--- src/hw/sram_port_params.svh ---
// Register indices, field positions, reset values and decode constants of the SRAM port bank.
`ifndef SRAM_PORT_PARAMS_SVH
`define SRAM_PORT_PARAMS_SVH

// Register indices; the AXI byte address is four times the index.
`define IDX_VENDOR_LO 8'h28
`define IDX_VENDOR_HI 8'h29
`define IDX_PRODUCT_LO 8'h2A
`define IDX_PRODUCT_HI 8'h2B
`define IDX_REVISION 8'h2C
`define IDX_TEST_MODE 8'h2F
`define IDX_RX_PEEK 8'hF0
`define IDX_RX_STREAM 8'hF2
`define IDX_RX_PTR_LO 8'hF4
`define IDX_RX_PTR_HI 8'hF5
`define IDX_TX_HOLD 8'hF6
`define IDX_TX_STREAM 8'hF8
`define IDX_TX_PTR_LO 8'hFA
`define IDX_TX_PTR_HI 8'hFB
`define IDX_TX_LEN_LO 8'hFC
`define IDX_TX_LEN_HI 8'hFD
`define IDX_EVENT_STATUS 8'hFE
`define IDX_EVENT_MASK 8'hFF

// Field positions.
`define BIT_TEST_ENABLE 7
`define BIT_LATE_COLL 2
`define BIT_LONG_BACKOFF 1
`define BIT_SHORT_BACKOFF 0
`define BIT_WRAP_ENABLE 7
`define BIT_WIDTH_HI 7
`define BIT_WIDTH_LO 6

// Reset and load values.
`define RST_BYTE 8'h00
`define RST_PTR 16'h0000
`define RST_EVENTS 4'h0
`define WRAP_RX_HIGH 8'h0C

// Host bus width codes.
`define WIDTH_16 2'h0
`define WIDTH_32 2'h1
`define WIDTH_8 2'h2

// AXI responses.
`define RESP_OKAY 2'h0
`define RESP_SLVERR 2'h2

`endif

--- src/hw/sram_port_pkg.sv ---
// Types shared by the SRAM port register bank.
package sram_port_pkg;

  // Four event latches, highest bit first.
  typedef struct packed {
    logic ctr_wrap;
    logic rx_ovf;
    logic pkt_sent;
    logic pkt_arrived;
  } event_t;

  typedef struct packed {
    logic test_mode_enable;
    logic force_late_collision;
    logic force_longest_backoff;
    logic force_shortest_backoff;
  } test_mode_t;

  typedef struct packed {
    logic en;
    logic [15:0] addr;
    logic [31:0] data;
    logic [3:0] strb;
  } tx_sram_wr_t;

endpackage

--- src/hw/sram_port_regs.sv ---
// AXI4-Lite register bank with RX/TX packet SRAM data ports of an Ethernet controller.
`timescale 1ns/1ps
`default_nettype none
`include "sram_port_params.svh"

// Functional notes
// - Read-only vendor code, low byte at 28H, high byte at 29H.
// - Read-only product code, low byte at 2AH, high byte at 2BH.
// - Read-only silicon revision byte at 2CH.
// - Test mode register 2FH: enable bit 7, late collision bit 2, bits 6:3 zero.
// - Bit 1 forces longest back-off, bit 0 shortest; both read-write, reset zero.
// - Reading F0H returns RX SRAM data, pointer unchanged.
// - Reading F2H returns RX SRAM data, then pointer advances 1, 2 or 4.
// - RX pointer at F4H/F5H, reset zero; high byte loads 0Ch on wrap enable.
// - Writing F6H stores into TX SRAM, pointer unchanged.
// - Writing F8H stores into TX SRAM, then pointer advances 1, 2 or 4.
// - TX pointer read-write at FAH/FBH, reset zero.
// - TX packet length read-write at FCH/FDH.
// - Status bits 7:6 report host bus width, read-only.
// - Status FEH latches four events; reset zero, write one clears.
// - With wrap enable, pointers return to start when passing SRAM size.
// - Mask bits 3 to 0 enable each latch toward the interrupt output.
module sram_port_regs #(
  parameter int ADDR_W = 10,
  parameter logic [15:0] VENDOR_CODE = 16'h1234,
  parameter logic [15:0] PRODUCT_CODE = 16'h5678,
  parameter logic [7:0] REVISION_CODE = 8'h01,
  parameter logic [15:0] RX_START = 16'h0C00,
  parameter logic [15:0] RX_TOP = 16'h3FFF,
  parameter logic [15:0] TX_START = 16'h0000,
  parameter logic [15:0] TX_TOP = 16'h0BFF
) (
  input wire logic aclk,
  input wire logic aresetn,
  input wire logic [ADDR_W-1:0] s_axi_awaddr,
  input wire logic s_axi_awvalid,
  output logic s_axi_awready,
  input wire logic [31:0] s_axi_wdata,
  input wire logic [3:0] s_axi_wstrb,
  input wire logic s_axi_wvalid,
  output logic s_axi_wready,
  output logic [1:0] s_axi_bresp,
  output logic s_axi_bvalid,
  input wire logic s_axi_bready,
  input wire logic [ADDR_W-1:0] s_axi_araddr,
  input wire logic s_axi_arvalid,
  output logic s_axi_arready,
  output logic [31:0] s_axi_rdata,
  output logic [1:0] s_axi_rresp,
  output logic s_axi_rvalid,
  input wire logic s_axi_rready,
  input wire logic [1:0] host_bus_width,
  input wire sram_port_pkg::event_t event_pulse,
  output logic [15:0] rx_rd_addr,
  input wire logic [31:0] rx_rd_data,
  output sram_port_pkg::tx_sram_wr_t tx_wr,
  output sram_port_pkg::test_mode_t test_mode,
  output logic [15:0] tx_length,
  output logic irq
);
  import sram_port_pkg::*;

  // ****************************************
  // Bus width strap and pointer step
  // ****************************************
  // The strap is caught once, in the first cycle after reset is released.
  logic [1:0] width_q;
  logic width_done_q;
  logic [15:0] step;
  logic [31:0] lane_mask;
  logic [3:0] strb_mask;

  always_ff @(posedge aclk) begin
    if (!aresetn) begin
      width_q <= `WIDTH_16;
      width_done_q <= 1'b0;
    end else if (!width_done_q) begin
      width_q <= host_bus_width;
      width_done_q <= 1'b1;
    end
  end

  // Reserved width code is handled as 8-bit so no lane is ever skipped.
  always_comb begin
    if (width_q == `WIDTH_32) begin
      step = 16'h0004;
      lane_mask = 32'hFFFFFFFF;
      strb_mask = 4'hF;
    end else if (width_q == `WIDTH_16) begin
      step = 16'h0002;
      lane_mask = 32'h0000FFFF;
      strb_mask = 4'h3;
    end else begin
      step = 16'h0001;
      lane_mask = 32'h000000FF;
      strb_mask = 4'h1;
    end
  end

  // ****************************************
  // Pointer advance with optional wrap
  // ****************************************
  function automatic logic [15:0] advance(input logic [15:0] ptr, input logic [15:0] inc,
                                          input logic wrap, input logic [15:0] start,
                                          input logic [15:0] top);
    logic [16:0] nxt;
    nxt = {1'b0, ptr} + {1'b0, inc};
    if (wrap && nxt > {1'b0, top}) begin
      nxt = nxt - {1'b0, top} - 17'h00001 + {1'b0, start};
    end
    return nxt[15:0];
  endfunction

  // ****************************************
  // AXI4-Lite write channel
  // ****************************************
  logic aw_got_q;
  logic w_got_q;
  logic [7:0] wr_idx_q;
  logic [31:0] wdata_q;
  logic [3:0] wstrb_q;
  logic bvalid_q;
  logic [1:0] bresp_q;
  logic do_wr;
  logic wr_hit;
  logic wr_lo;

  assign s_axi_awready = !aw_got_q;
  assign s_axi_wready = !w_got_q;
  assign do_wr = aw_got_q && w_got_q && !bvalid_q;
  assign wr_lo = do_wr && wstrb_q[0];
  assign s_axi_bvalid = bvalid_q;
  assign s_axi_bresp = bresp_q;

  always_ff @(posedge aclk) begin
    if (!aresetn) begin
      aw_got_q <= 1'b0;
      w_got_q <= 1'b0;
      wr_idx_q <= 8'h00;
      wdata_q <= 32'h00000000;
      wstrb_q <= 4'h0;
      bvalid_q <= 1'b0;
      bresp_q <= `RESP_OKAY;
    end else begin
      if (s_axi_awvalid && !aw_got_q) begin
        aw_got_q <= 1'b1;
        wr_idx_q <= s_axi_awaddr[9:2];
      end
      if (s_axi_wvalid && !w_got_q) begin
        w_got_q <= 1'b1;
        wdata_q <= s_axi_wdata;
        wstrb_q <= s_axi_wstrb;
      end
      if (do_wr) begin
        aw_got_q <= 1'b0;
        w_got_q <= 1'b0;
        bvalid_q <= 1'b1;
        bresp_q <= wr_hit ? `RESP_OKAY : `RESP_SLVERR;
      end else if (bvalid_q && s_axi_bready) begin
        bvalid_q <= 1'b0;
      end
    end
  end

  always_comb begin
    wr_hit = (wr_idx_q == `IDX_TEST_MODE) || (wr_idx_q == `IDX_RX_PTR_LO) ||
             (wr_idx_q == `IDX_RX_PTR_HI) || (wr_idx_q == `IDX_TX_HOLD) ||
             (wr_idx_q == `IDX_TX_STREAM) || (wr_idx_q == `IDX_TX_PTR_LO) ||
             (wr_idx_q == `IDX_TX_PTR_HI) || (wr_idx_q == `IDX_TX_LEN_LO) ||
             (wr_idx_q == `IDX_TX_LEN_HI) || (wr_idx_q == `IDX_EVENT_STATUS) ||
             (wr_idx_q == `IDX_EVENT_MASK);
  end

  // ****************************************
  // AXI4-Lite read channel
  // ****************************************
  logic rvalid_q;
  logic [31:0] rdata_q;
  logic [1:0] rresp_q;
  logic rd_take;
  logic [7:0] rd_idx;
  logic [31:0] rd_val;
  logic rd_hit;

  assign s_axi_arready = !rvalid_q;
  assign rd_take = s_axi_arvalid && !rvalid_q;
  assign rd_idx = s_axi_araddr[9:2];
  assign s_axi_rvalid = rvalid_q;
  assign s_axi_rdata = rdata_q;
  assign s_axi_rresp = rresp_q;

  always_ff @(posedge aclk) begin
    if (!aresetn) begin
      rvalid_q <= 1'b0;
      rdata_q <= 32'h00000000;
      rresp_q <= `RESP_OKAY;
    end else if (rd_take) begin
      rvalid_q <= 1'b1;
      rdata_q <= rd_val;
      rresp_q <= rd_hit ? `RESP_OKAY : `RESP_SLVERR;
    end else if (rvalid_q && s_axi_rready) begin
      rvalid_q <= 1'b0;
    end
  end

  // ****************************************
  // Control and status registers
  // ****************************************
  test_mode_t test_q;
  logic [15:0] rx_ptr_q;
  logic [15:0] tx_ptr_q;
  logic [15:0] tx_len_q;
  event_t events_q;
  logic [3:0] mask_q;
  logic wrap_en_q;
  tx_sram_wr_t tx_wr_q;

  assign test_mode = test_q;
  assign rx_rd_addr = rx_ptr_q;
  assign tx_wr = tx_wr_q;
  assign tx_length = tx_len_q;

  // Reserved bits 6:3 are not stored, so they always read zero.
  always_ff @(posedge aclk) begin
    if (!aresetn) begin
      test_q <= '0;
    end else if (wr_lo && wr_idx_q == `IDX_TEST_MODE) begin
      test_q.test_mode_enable <= wdata_q[`BIT_TEST_ENABLE];
      test_q.force_late_collision <= wdata_q[`BIT_LATE_COLL];
      test_q.force_longest_backoff <= wdata_q[`BIT_LONG_BACKOFF];
      test_q.force_shortest_backoff <= wdata_q[`BIT_SHORT_BACKOFF];
    end
  end

  // A pointer write by software beats an increment in the same cycle.
  always_ff @(posedge aclk) begin
    if (!aresetn) begin
      rx_ptr_q <= `RST_PTR;
    end else if (wr_lo && wr_idx_q == `IDX_EVENT_MASK && wdata_q[`BIT_WRAP_ENABLE]) begin
      rx_ptr_q[15:8] <= `WRAP_RX_HIGH;
    end else if (wr_lo && wr_idx_q == `IDX_RX_PTR_LO) begin
      rx_ptr_q[7:0] <= wdata_q[7:0];
    end else if (wr_lo && wr_idx_q == `IDX_RX_PTR_HI) begin
      rx_ptr_q[15:8] <= wdata_q[7:0];
    end else if (rd_take && rd_idx == `IDX_RX_STREAM) begin
      rx_ptr_q <= advance(rx_ptr_q, step, wrap_en_q, RX_START, RX_TOP);
    end
  end

  always_ff @(posedge aclk) begin
    if (!aresetn) begin
      tx_ptr_q <= `RST_PTR;
    end else if (wr_lo && wr_idx_q == `IDX_TX_PTR_LO) begin
      tx_ptr_q[7:0] <= wdata_q[7:0];
    end else if (wr_lo && wr_idx_q == `IDX_TX_PTR_HI) begin
      tx_ptr_q[15:8] <= wdata_q[7:0];
    end else if (do_wr && wr_idx_q == `IDX_TX_STREAM) begin
      tx_ptr_q <= advance(tx_ptr_q, step, wrap_en_q, TX_START, TX_TOP);
    end
  end

  // The store uses the pointer before any advance of the same access.
  always_ff @(posedge aclk) begin
    if (!aresetn) begin
      tx_wr_q <= '0;
    end else begin
      tx_wr_q.en <= do_wr && (wr_idx_q == `IDX_TX_HOLD || wr_idx_q == `IDX_TX_STREAM);
      if (do_wr && (wr_idx_q == `IDX_TX_HOLD || wr_idx_q == `IDX_TX_STREAM)) begin
        tx_wr_q.addr <= tx_ptr_q;
        tx_wr_q.data <= wdata_q & lane_mask;
        tx_wr_q.strb <= wstrb_q & strb_mask;
      end
    end
  end

  // Length has no documented reset value; it is cleared to keep simulation defined.
  always_ff @(posedge aclk) begin
    if (!aresetn) begin
      tx_len_q <= 16'h0000;
    end else if (wr_lo && wr_idx_q == `IDX_TX_LEN_LO) begin
      tx_len_q[7:0] <= wdata_q[7:0];
    end else if (wr_lo && wr_idx_q == `IDX_TX_LEN_HI) begin
      tx_len_q[15:8] <= wdata_q[7:0];
    end
  end

  // A new event wins over a write-one clear in the same cycle.
  always_ff @(posedge aclk) begin
    if (!aresetn) begin
      events_q <= `RST_EVENTS;
    end else if (wr_lo && wr_idx_q == `IDX_EVENT_STATUS) begin
      events_q <= (events_q & ~wdata_q[3:0]) | event_pulse;
    end else begin
      events_q <= events_q | event_pulse;
    end
  end

  always_ff @(posedge aclk) begin
    if (!aresetn) begin
      mask_q <= 4'h0;
      wrap_en_q <= 1'b0;
    end else if (wr_lo && wr_idx_q == `IDX_EVENT_MASK) begin
      mask_q <= wdata_q[3:0];
      wrap_en_q <= wdata_q[`BIT_WRAP_ENABLE];
    end
  end

  assign irq = |(events_q & mask_q);

  // ****************************************
  // Read decode
  // ****************************************
  always_comb begin
    rd_val = 32'h00000000;
    rd_hit = 1'b1;
    if (rd_idx == `IDX_VENDOR_LO) begin
      rd_val[7:0] = VENDOR_CODE[7:0];
    end else if (rd_idx == `IDX_VENDOR_HI) begin
      rd_val[7:0] = VENDOR_CODE[15:8];
    end else if (rd_idx == `IDX_PRODUCT_LO) begin
      rd_val[7:0] = PRODUCT_CODE[7:0];
    end else if (rd_idx == `IDX_PRODUCT_HI) begin
      rd_val[7:0] = PRODUCT_CODE[15:8];
    end else if (rd_idx == `IDX_REVISION) begin
      rd_val[7:0] = REVISION_CODE;
    end else if (rd_idx == `IDX_TEST_MODE) begin
      rd_val[7:0] = {test_q.test_mode_enable, 4'h0, test_q.force_late_collision,
                     test_q.force_longest_backoff, test_q.force_shortest_backoff};
    end else if (rd_idx == `IDX_RX_PEEK || rd_idx == `IDX_RX_STREAM) begin
      rd_val = rx_rd_data & lane_mask;
    end else if (rd_idx == `IDX_RX_PTR_LO) begin
      rd_val[7:0] = rx_ptr_q[7:0];
    end else if (rd_idx == `IDX_RX_PTR_HI) begin
      rd_val[7:0] = rx_ptr_q[15:8];
    end else if (rd_idx == `IDX_TX_HOLD || rd_idx == `IDX_TX_STREAM) begin
      rd_val = 32'h00000000;
    end else if (rd_idx == `IDX_TX_PTR_LO) begin
      rd_val[7:0] = tx_ptr_q[7:0];
    end else if (rd_idx == `IDX_TX_PTR_HI) begin
      rd_val[7:0] = tx_ptr_q[15:8];
    end else if (rd_idx == `IDX_TX_LEN_LO) begin
      rd_val[7:0] = tx_len_q[7:0];
    end else if (rd_idx == `IDX_TX_LEN_HI) begin
      rd_val[7:0] = tx_len_q[15:8];
    end else if (rd_idx == `IDX_EVENT_STATUS) begin
      rd_val[7:0] = {width_q, 2'h0, events_q};
    end else if (rd_idx == `IDX_EVENT_MASK) begin
      rd_val[7:0] = {wrap_en_q, 3'h0, mask_q};
    end else begin
      rd_hit = 1'b0;
    end
  end
endmodule // sram_port_regs
`default_nettype wire

--- config.mk ---
export PLATFORM = sky130hd
export DESIGN_NAME = sram_port_regs
export DESIGN_NICKNAME = d
export VERILOG_FILES = /design/src/hw/sram_port_pkg.sv /design/src/hw/sram_port_regs.sv
export VERILOG_INCLUDE_DIRS = /design/src /design/src/hw
export SDC_FILE = /design/constraint.sdc
export NUM_CORES = 1
export LEC_CHECK = 0
export ABC_AREA = 1
export BUFFER_PORTS_ARGS = -buffer_cell sky130_fd_sc_hd__buf_2
export CAP_MARGIN = 20
export CORE_MARGIN = 4
export CORE_UTILIZATION = 58
export CTS_CLUSTER_DIAMETER = 100
export DETAILED_ROUTE_END_ITERATION = 8
export PLACE_DENSITY_LB_ADDON = 0.1
export SKIP_LAST_GASP = 1
export SYNTH_ARGS = -nofsm -noshare
export SYNTH_HDL_FRONTEND = slang
export SYNTH_SLANG_ARGS = --single-unit
--- constraint.sdc ---
create_clock -name aclk -period 6 [get_ports aclk]
set_input_delay 0.6 -clock aclk [delete_from_list [all_inputs] [get_ports aclk]]
set_output_delay 0.6 -clock aclk [all_outputs]
set_load 0.03 [all_outputs]
# --- Word level (Yosys, flattened, before mapping) ---
# Cells that the tools add are included.
# W data, S select, Z words.
word_totals:
  regBits: 201
classes:
  n_addsub: 7
  magnitude_cmp: 2
  eq_ne: 33
  n_mux: 64
  n_bitwise: 13
  n_reduce_logical: 57
op_table:
  columns: ["op", "count"]
  rows:
  - ["$eq A8 B8 Y1 const B", 22]
  - ["$mux W8", 21]
  - ["$mux W24", 6]
  - ["$mux W16", 5]
  - ["$and A32 B32 Y32", 2]
  - ["$mux W32", 2]
  - ["$eq A8 B6 Y1 const B", 7]
  - ["$add A16 B3 Y17", 2]
  - ["$sub A16 B1 Y16 const B", 2]
  - ["$logic_and A1 B1 Y1", 23]
  - ["$mux W1", 21]
  - ["$gt A17 B12 Y1 const B", 1]
  - ["$gt A17 B14 Y1 const B", 1]
  - ["$add A16 B12 Y16 const B", 1]
  - ["$mux W4", 4]
  - ["$sub A16 B12 Y16 const B", 1]
  - ["$sub A16 B14 Y16 const B", 1]
  - ["$logic_or A1 B1 Y1", 13]
  - ["$and A4 B4 Y4", 3]
  - ["$reduce_bool A2 Y1", 6]
  - ["$reduce_and A2 Y1", 5]
  - ["$mux W2", 4]
  - ["$or A4 B4 Y4", 2]
  - ["$ne A2 B2 Y1 const B", 3]
  - ["other kinds (10)", 18]

# --- Logic depth before layout (Yosys ltp) ---
depth:
  word_depth: 18
  ltp_mapped: 26
  depth_no_buf: 26

# --- Worst setup path after synthesis ---
# OpenSTA, ideal clock, no wires.
synth_timing:
  kind: "flip-flop to flip-flop"
  start: "reg rx_ptr_q[1] (netlist: rx_rd_addr[1])"
  end: "reg rx_ptr_q[10] (netlist: rx_rd_addr[10])"
  arrival_time_ns: 2.378
  required_time_ns: 5.868
  slack_ns: 3.489
  path_stages_with_launch: 25
  synth_period_minus_slack_ns: 2.511
  cell_sequence: "dfxtp_1 > inv_1 > nand2_1 > and2_1 > ha_1 > inv_1 > nand2_2 > nand3_1 > nand2_1 > nand2_1 > nand2_1 > inv_2 > ha_1 > inv_1 > nor2_1 > nand3_1 > nor2_1 > nor2_1 > nand2_1 > nand2_2 > nand2_2 > nand2_1 > nand3_1 > nand2_1 > a21oi_1"
synth_between:
  elab_chain_len: 9
  elab_cells_between_ends: 11
synth_rtl:
  columns: ["item", "line_no", "rtl"]
  rows:
  - ["start: declaration", "sram_port_regs.sv:210", "logic [15:0] rx_ptr_q;"]
  - ["start signal: assignment", "sram_port_regs.sv:238", "rx_ptr_q <= `RST_PTR;"]
  - ["start signal: assignment", "sram_port_regs.sv:242", "rx_ptr_q[7:0] <= wdata_q[7:0];"]
  - ["start signal: assignment", "sram_port_regs.sv:246", "rx_ptr_q <= advance(rx_ptr_q, step, wrap_en_q, RX_START, RX_TOP);"]
  - ["$add A16 B3 Y17 *", "sram_port_regs.sv:107", "nxt = {1'b0, ptr} + {1'b0, inc};"]
  - ["$sub A16 B14 Y16", "sram_port_regs.sv:109", "nxt = nxt - {1'b0, top} - 17'h00001 + {1'b0, start};"]
  - ["$sub A16 B1 Y16", "sram_port_regs.sv:109", null]
  - ["$add A16 B12 Y16", "sram_port_regs.sv:109", null]
  - ["$mux W16 *", "sram_port_regs.sv:108", "if (wrap && nxt > {1'b0, top}) begin"]
  - ["$mux W16 *", "sram_port_regs.sv:245", "end else if (rd_take && rd_idx == `IDX_RX_STREAM) begin"]
  - ["$mux W8 *", "sram_port_regs.sv:243", "end else if (wr_lo && wr_idx_q == `IDX_RX_PTR_HI) begin"]
  - ["$mux W4 *", "sram_port_regs.sv:241", "end else if (wr_lo && wr_idx_q == `IDX_RX_PTR_LO) begin"]
  - ["$mux W4 *", "sram_port_regs.sv:239", "end else if (wr_lo && wr_idx_q == `IDX_EVENT_MASK && wdata_q[`BIT_WRAP_ENABLE]) begin"]
# Every way passes the cells marked *; elsewhere a longest branch is shown, timed or not. The select of a mux whose other input is x is not followed.
# A chain may end at the register's enable or synchronous reset.

# --- Worst setup path in the final report ---
layout_timing:
  start: "reg width_q[1]"
  end: "reg rx_ptr_q[10] (netlist: rx_rd_addr[10])"
layout_between:
  elab_chain_len: 12
  elab_cells_between_ends: 15
layout_rtl:
  columns: ["item", "line_no", "rtl"]
  rows:
  - ["start: declaration", "sram_port_regs.sv:67", "logic [1:0] width_q;"]
  - ["start signal: assignment", "sram_port_regs.sv:75", "width_q <= `WIDTH_16;"]
  - ["start signal: assignment", "sram_port_regs.sv:78", "width_q <= host_bus_width;"]
  - ["$logic_not A2 Y1 (no source line)", null, null]
  - ["$mux W2", "sram_port_regs.sv:89", "end else if (width_q == `WIDTH_16) begin"]
  - ["$mux W3 *", "sram_port_regs.sv:85", "if (width_q == `WIDTH_32) begin"]
  - ["$add A16 B3 Y17 *", "sram_port_regs.sv:107", null]
  - ["$sub A16 B14 Y16", "sram_port_regs.sv:109", null]
  - ["$sub A16 B1 Y16", "sram_port_regs.sv:109", null]
  - ["$add A16 B12 Y16", "sram_port_regs.sv:109", null]
  - ["$mux W16 *", "sram_port_regs.sv:108", null]
  - ["$mux W16 *", "sram_port_regs.sv:245", null]
  - ["$mux W8 *", "sram_port_regs.sv:243", null]
  - ["$mux W4 *", "sram_port_regs.sv:241", null]
  - ["$mux W4 *", "sram_port_regs.sv:239", null]
  - ["end signal: assignment", "sram_port_regs.sv:240", "rx_ptr_q[15:8] <= `WRAP_RX_HIGH;"]
  - ["end signal: assignment", "sram_port_regs.sv:244", "rx_ptr_q[15:8] <= wdata_q[7:0];"]
  - ["end signal: assignment", "sram_port_regs.sv:246", null]
# Marks and branches as above.

==> results.cfg <==
[status]
outcome = complete, but fails checks
violations = design-rule violations

[timing]
period_share_pct = 53.0
hold_violations = 0
fin_skew_ns = 0.0122
clock.fmax_mhz = 314
worst_slack_ns = 2.82
worst_pin_slew_ns = 1.03
maxSlewHeadroom_pct = 30.4
slew_violations = 0
setup_viol = 0
rsz0062_at_grt = no
period_minus_slack_ns = 3.18
tns_ns = 0

[worst_hold_path]
worst_hold_path.num_cells = 2
hold_end = s_axi_bvalid$_SDFFE_PN0P_
worstHoldPathType = in -> reg
hold_start = s_axi_bready

[clocking]
h-tree-depth = 4
cts.sinks = 199
hold_buffers = 0
root_buffer = clkbuf_16
cts_tree = built
numCtsBuffers = 17
clkTransAtPathRegs_ns = 0.07
post_cts_buffers = 0
clock_latency_ns = 0.44
cts_resized = 0
clockBufferDepth = 2

[power]
power.leakage_nw = 5.35
power_mw = 2.71
max-vdd-ir-drop_mv = 0.221
powerDensity_nw_per_um2 = 236

[floorplan]
rows = 46
ios = 232
core_sq_um = 16100
start_util_pct = 59.9
die_x_um = 137
dieHeight_um = 137
dieArea_sq_um = 18700

[setup_path]
cp_data_required_time_ns = 6.30
start_kind = flop
worstSetupEndpointType = flop
crit_type = reg -> reg
critPathMaxFanout = 7
worstPathArrival_ns = 3.48
r2r_start = width_q[1]$_SDFFE_PN0N_
reg2reg_slack_ns = 2.82
reg2regPathDepth = 22
r2r_end = rx_rd_addr[10]$_SDFFE_PN0P_

[drt]
routed_wl_um = 30300
route.detailed.drc = 3
avgRoutedWirePerCell_um = 16.7
ant_nets = 0
vias = 10300
firstDrtPassIters = 9
drtIter0Drc = 976
vias_per_cell = 5.68

[finish]
final_util_pct = 71.3
area_growth_pct = 19.0
drive_gt1_share_pct = 19.2
nets = 1698
mostFrequentLayoutCell = nand2_1
stdcell_area_sq_um = 11500
most-common-layout-cells = 271 x nand2_1, 225 x buf_2, 199 x dfxtp_1

[synthesis]
syn_area_per_cell_sq_um = 6.91
synthArstFlopShare_pct = 0
ys_ff_latch = 199
synthFlopType = dfxtp_1
synth.distinct_cells = 46
syn_inst = 1393
ys_seq_area_share_pct = 41.4
synth-edff-count = 0
ys_warn_count = 0
syn_area_sq_um = 9620

[global_route]
grt_max_degree = 80
antenna_found_initial = 0
grtUsageTotal_pct = 31.8
grt.overflow.total = 0
grt_pass1_vias = 9512
grt_pass1_wl_um = 47300

[place]
hpwl_um = 21900
port_buffers = 225
gp_congestion = 1.00
placed_area_sq_um = 10800
dp_slack_ns = 2.87

[job]
cap_viol_max_count = 0
[layer usage]
metal,vias up,track usage (%),wire [um]
met2,431,52.0,14100
met1,4749,40.8,12400
met5,-,0,0
met3,88,7.83,2710
met4,0,11.8,1080
li1,5044,-,-
[worst max-delay path, stage by stage, from the launching register on]
cell     delay, ns
dfxtp_1       0.59
nor2_1        0.18
ha_1          0.38
inv_1         0.09
nor3_2        0.18
nand3_1       0.12
nand2_1       0.08
nand2_1       0.06
nand2_1       0.14
inv_2         0.06
ha_1          0.18
inv_1         0.06
nor2_1        0.04
nand3_1       0.08
nor2_1        0.04
nor2_1        0.08
nand2_1       0.08
nand2_2       0.14
nand2_2       0.10
nand2_1       0.09
nand3_1       0.10
nand2_1       0.10
a21oi_1       0.06
[worst max path at each step]
stage	cells after the start	slack (ns)	start	endpoint
floorplan	24	3.49	rx_rd_addr[1]$_SDFFE_PN0P_	rx_rd_addr[10]$_SDFFE_PN0P_
global placement	6	2.86	s_axi_arvalid	rx_rd_addr[9]$_SDFFE_PP0P_
detailed placement	22	2.87	width_q[1]$_SDFFE_PN0N_	rx_rd_addr[11]$_SDFFE_PN0P_
CTS	22	2.86	width_q[1]$_SDFFE_PN0N_	rx_rd_addr[11]$_SDFFE_PN0P_
global route	22	2.57	width_q[1]$_SDFFE_PN0N_	rx_rd_addr[11]$_SDFFE_PN0P_
finish	22	2.82	width_q[1]$_SDFFE_PN0N_	rx_rd_addr[10]$_SDFFE_PN0P_
[state kept, by name, indices dropped and copies added, names as in the netlist, 2 cells and up]
signal / cells
tx_wr: 53
s_axi_rdata: 32
wdata_q: 32
rx_rd_addr: 16
tx_length: 16
tx_ptr_q: 16
wr_idx_q: 8
events_q: 4
mask_q: 4
test_mode: 4
wstrb_q: 4
width_q: 2
[per-stage QoR]
stage | hold slack, ns | std cells
finish | 0.351 | 1817
global route | 0.363 | 1816
CTS | 0.351 | 1813
detailed placement | 0.440 | 1781
global placement | 0.434 | 1781
floorplan | 0.425 | 1394
[where the power goes]
| part | leakage [nW] | internal, mW | switching, mW | total [mW] |
|---|---|---|---|---|
| registers | 1.62 | 1.35 | 0.0207 | 1.37 |
| clock network | 0.282 | 0.602 | 0.538 | 1.14 |
| logic | 3.45 | 0.0612 | 0.135 | 0.196 |
| total | 5.35 | 2.02 | 0.693 | 2.71 |
[area by class of cell]
class                           count  area [sq um]
Antenna cell                        1          2.50
Clock buffer                       21           450
Clock inverter                     11           133
Fill cell                        1448          4610
Inverter                          162           609
Multi-Input combinational cell    974          4800
Sequential cell                   199          3980
Tap cell                          216           270
Timing Repair Buffer              233          1200
[cells by family after synthesis]
| group | after synthesis | share of synthesized area (%) |
|---|---|---|
| AND/OR/NAND/NOR | 593 | 27.1 |
| flip-flops | 199 | 41.4 |
| other | 1 | 0.0390 |
| buffers and inverters | 221 | 8.78 |
| XOR/XNOR | 13 | 1.18 |
| adder cells (fa/ha/maj) | 10 | 1.30 |
| AO/OA/AOI/OAI | 356 | 20.2 |
[Yosys cell counts (all sizes together), types with 3 or more instances]
cell type / count / area (sq um)
o2111ai: 4 / 35.0
dfxtp: 199 / 3980
a21oi: 147 / 736
clkinv: 8 / 31.3
o211ai: 8 / 60.1
o221a: 3 / 33.8
clkbuf: 49 / 184
nand2: 286 / 1130
nor4: 6 / 43.8
o22ai: 7 / 43.8
o21ai: 154 / 771
buf: 10 / 51.3
xor2: 12 / 105
nand3: 128 / 651
a221oi: 5 / 43.8
nand4: 18 / 113
o221ai: 5 / 43.8
ha: 10 / 125
nor2: 132 / 520
a32oi: 8 / 70.1
inv: 154 / 578
a31oi: 7 / 43.8
nor3: 20 / 126
Note: power is estimated with default switching activity, not from simulation.
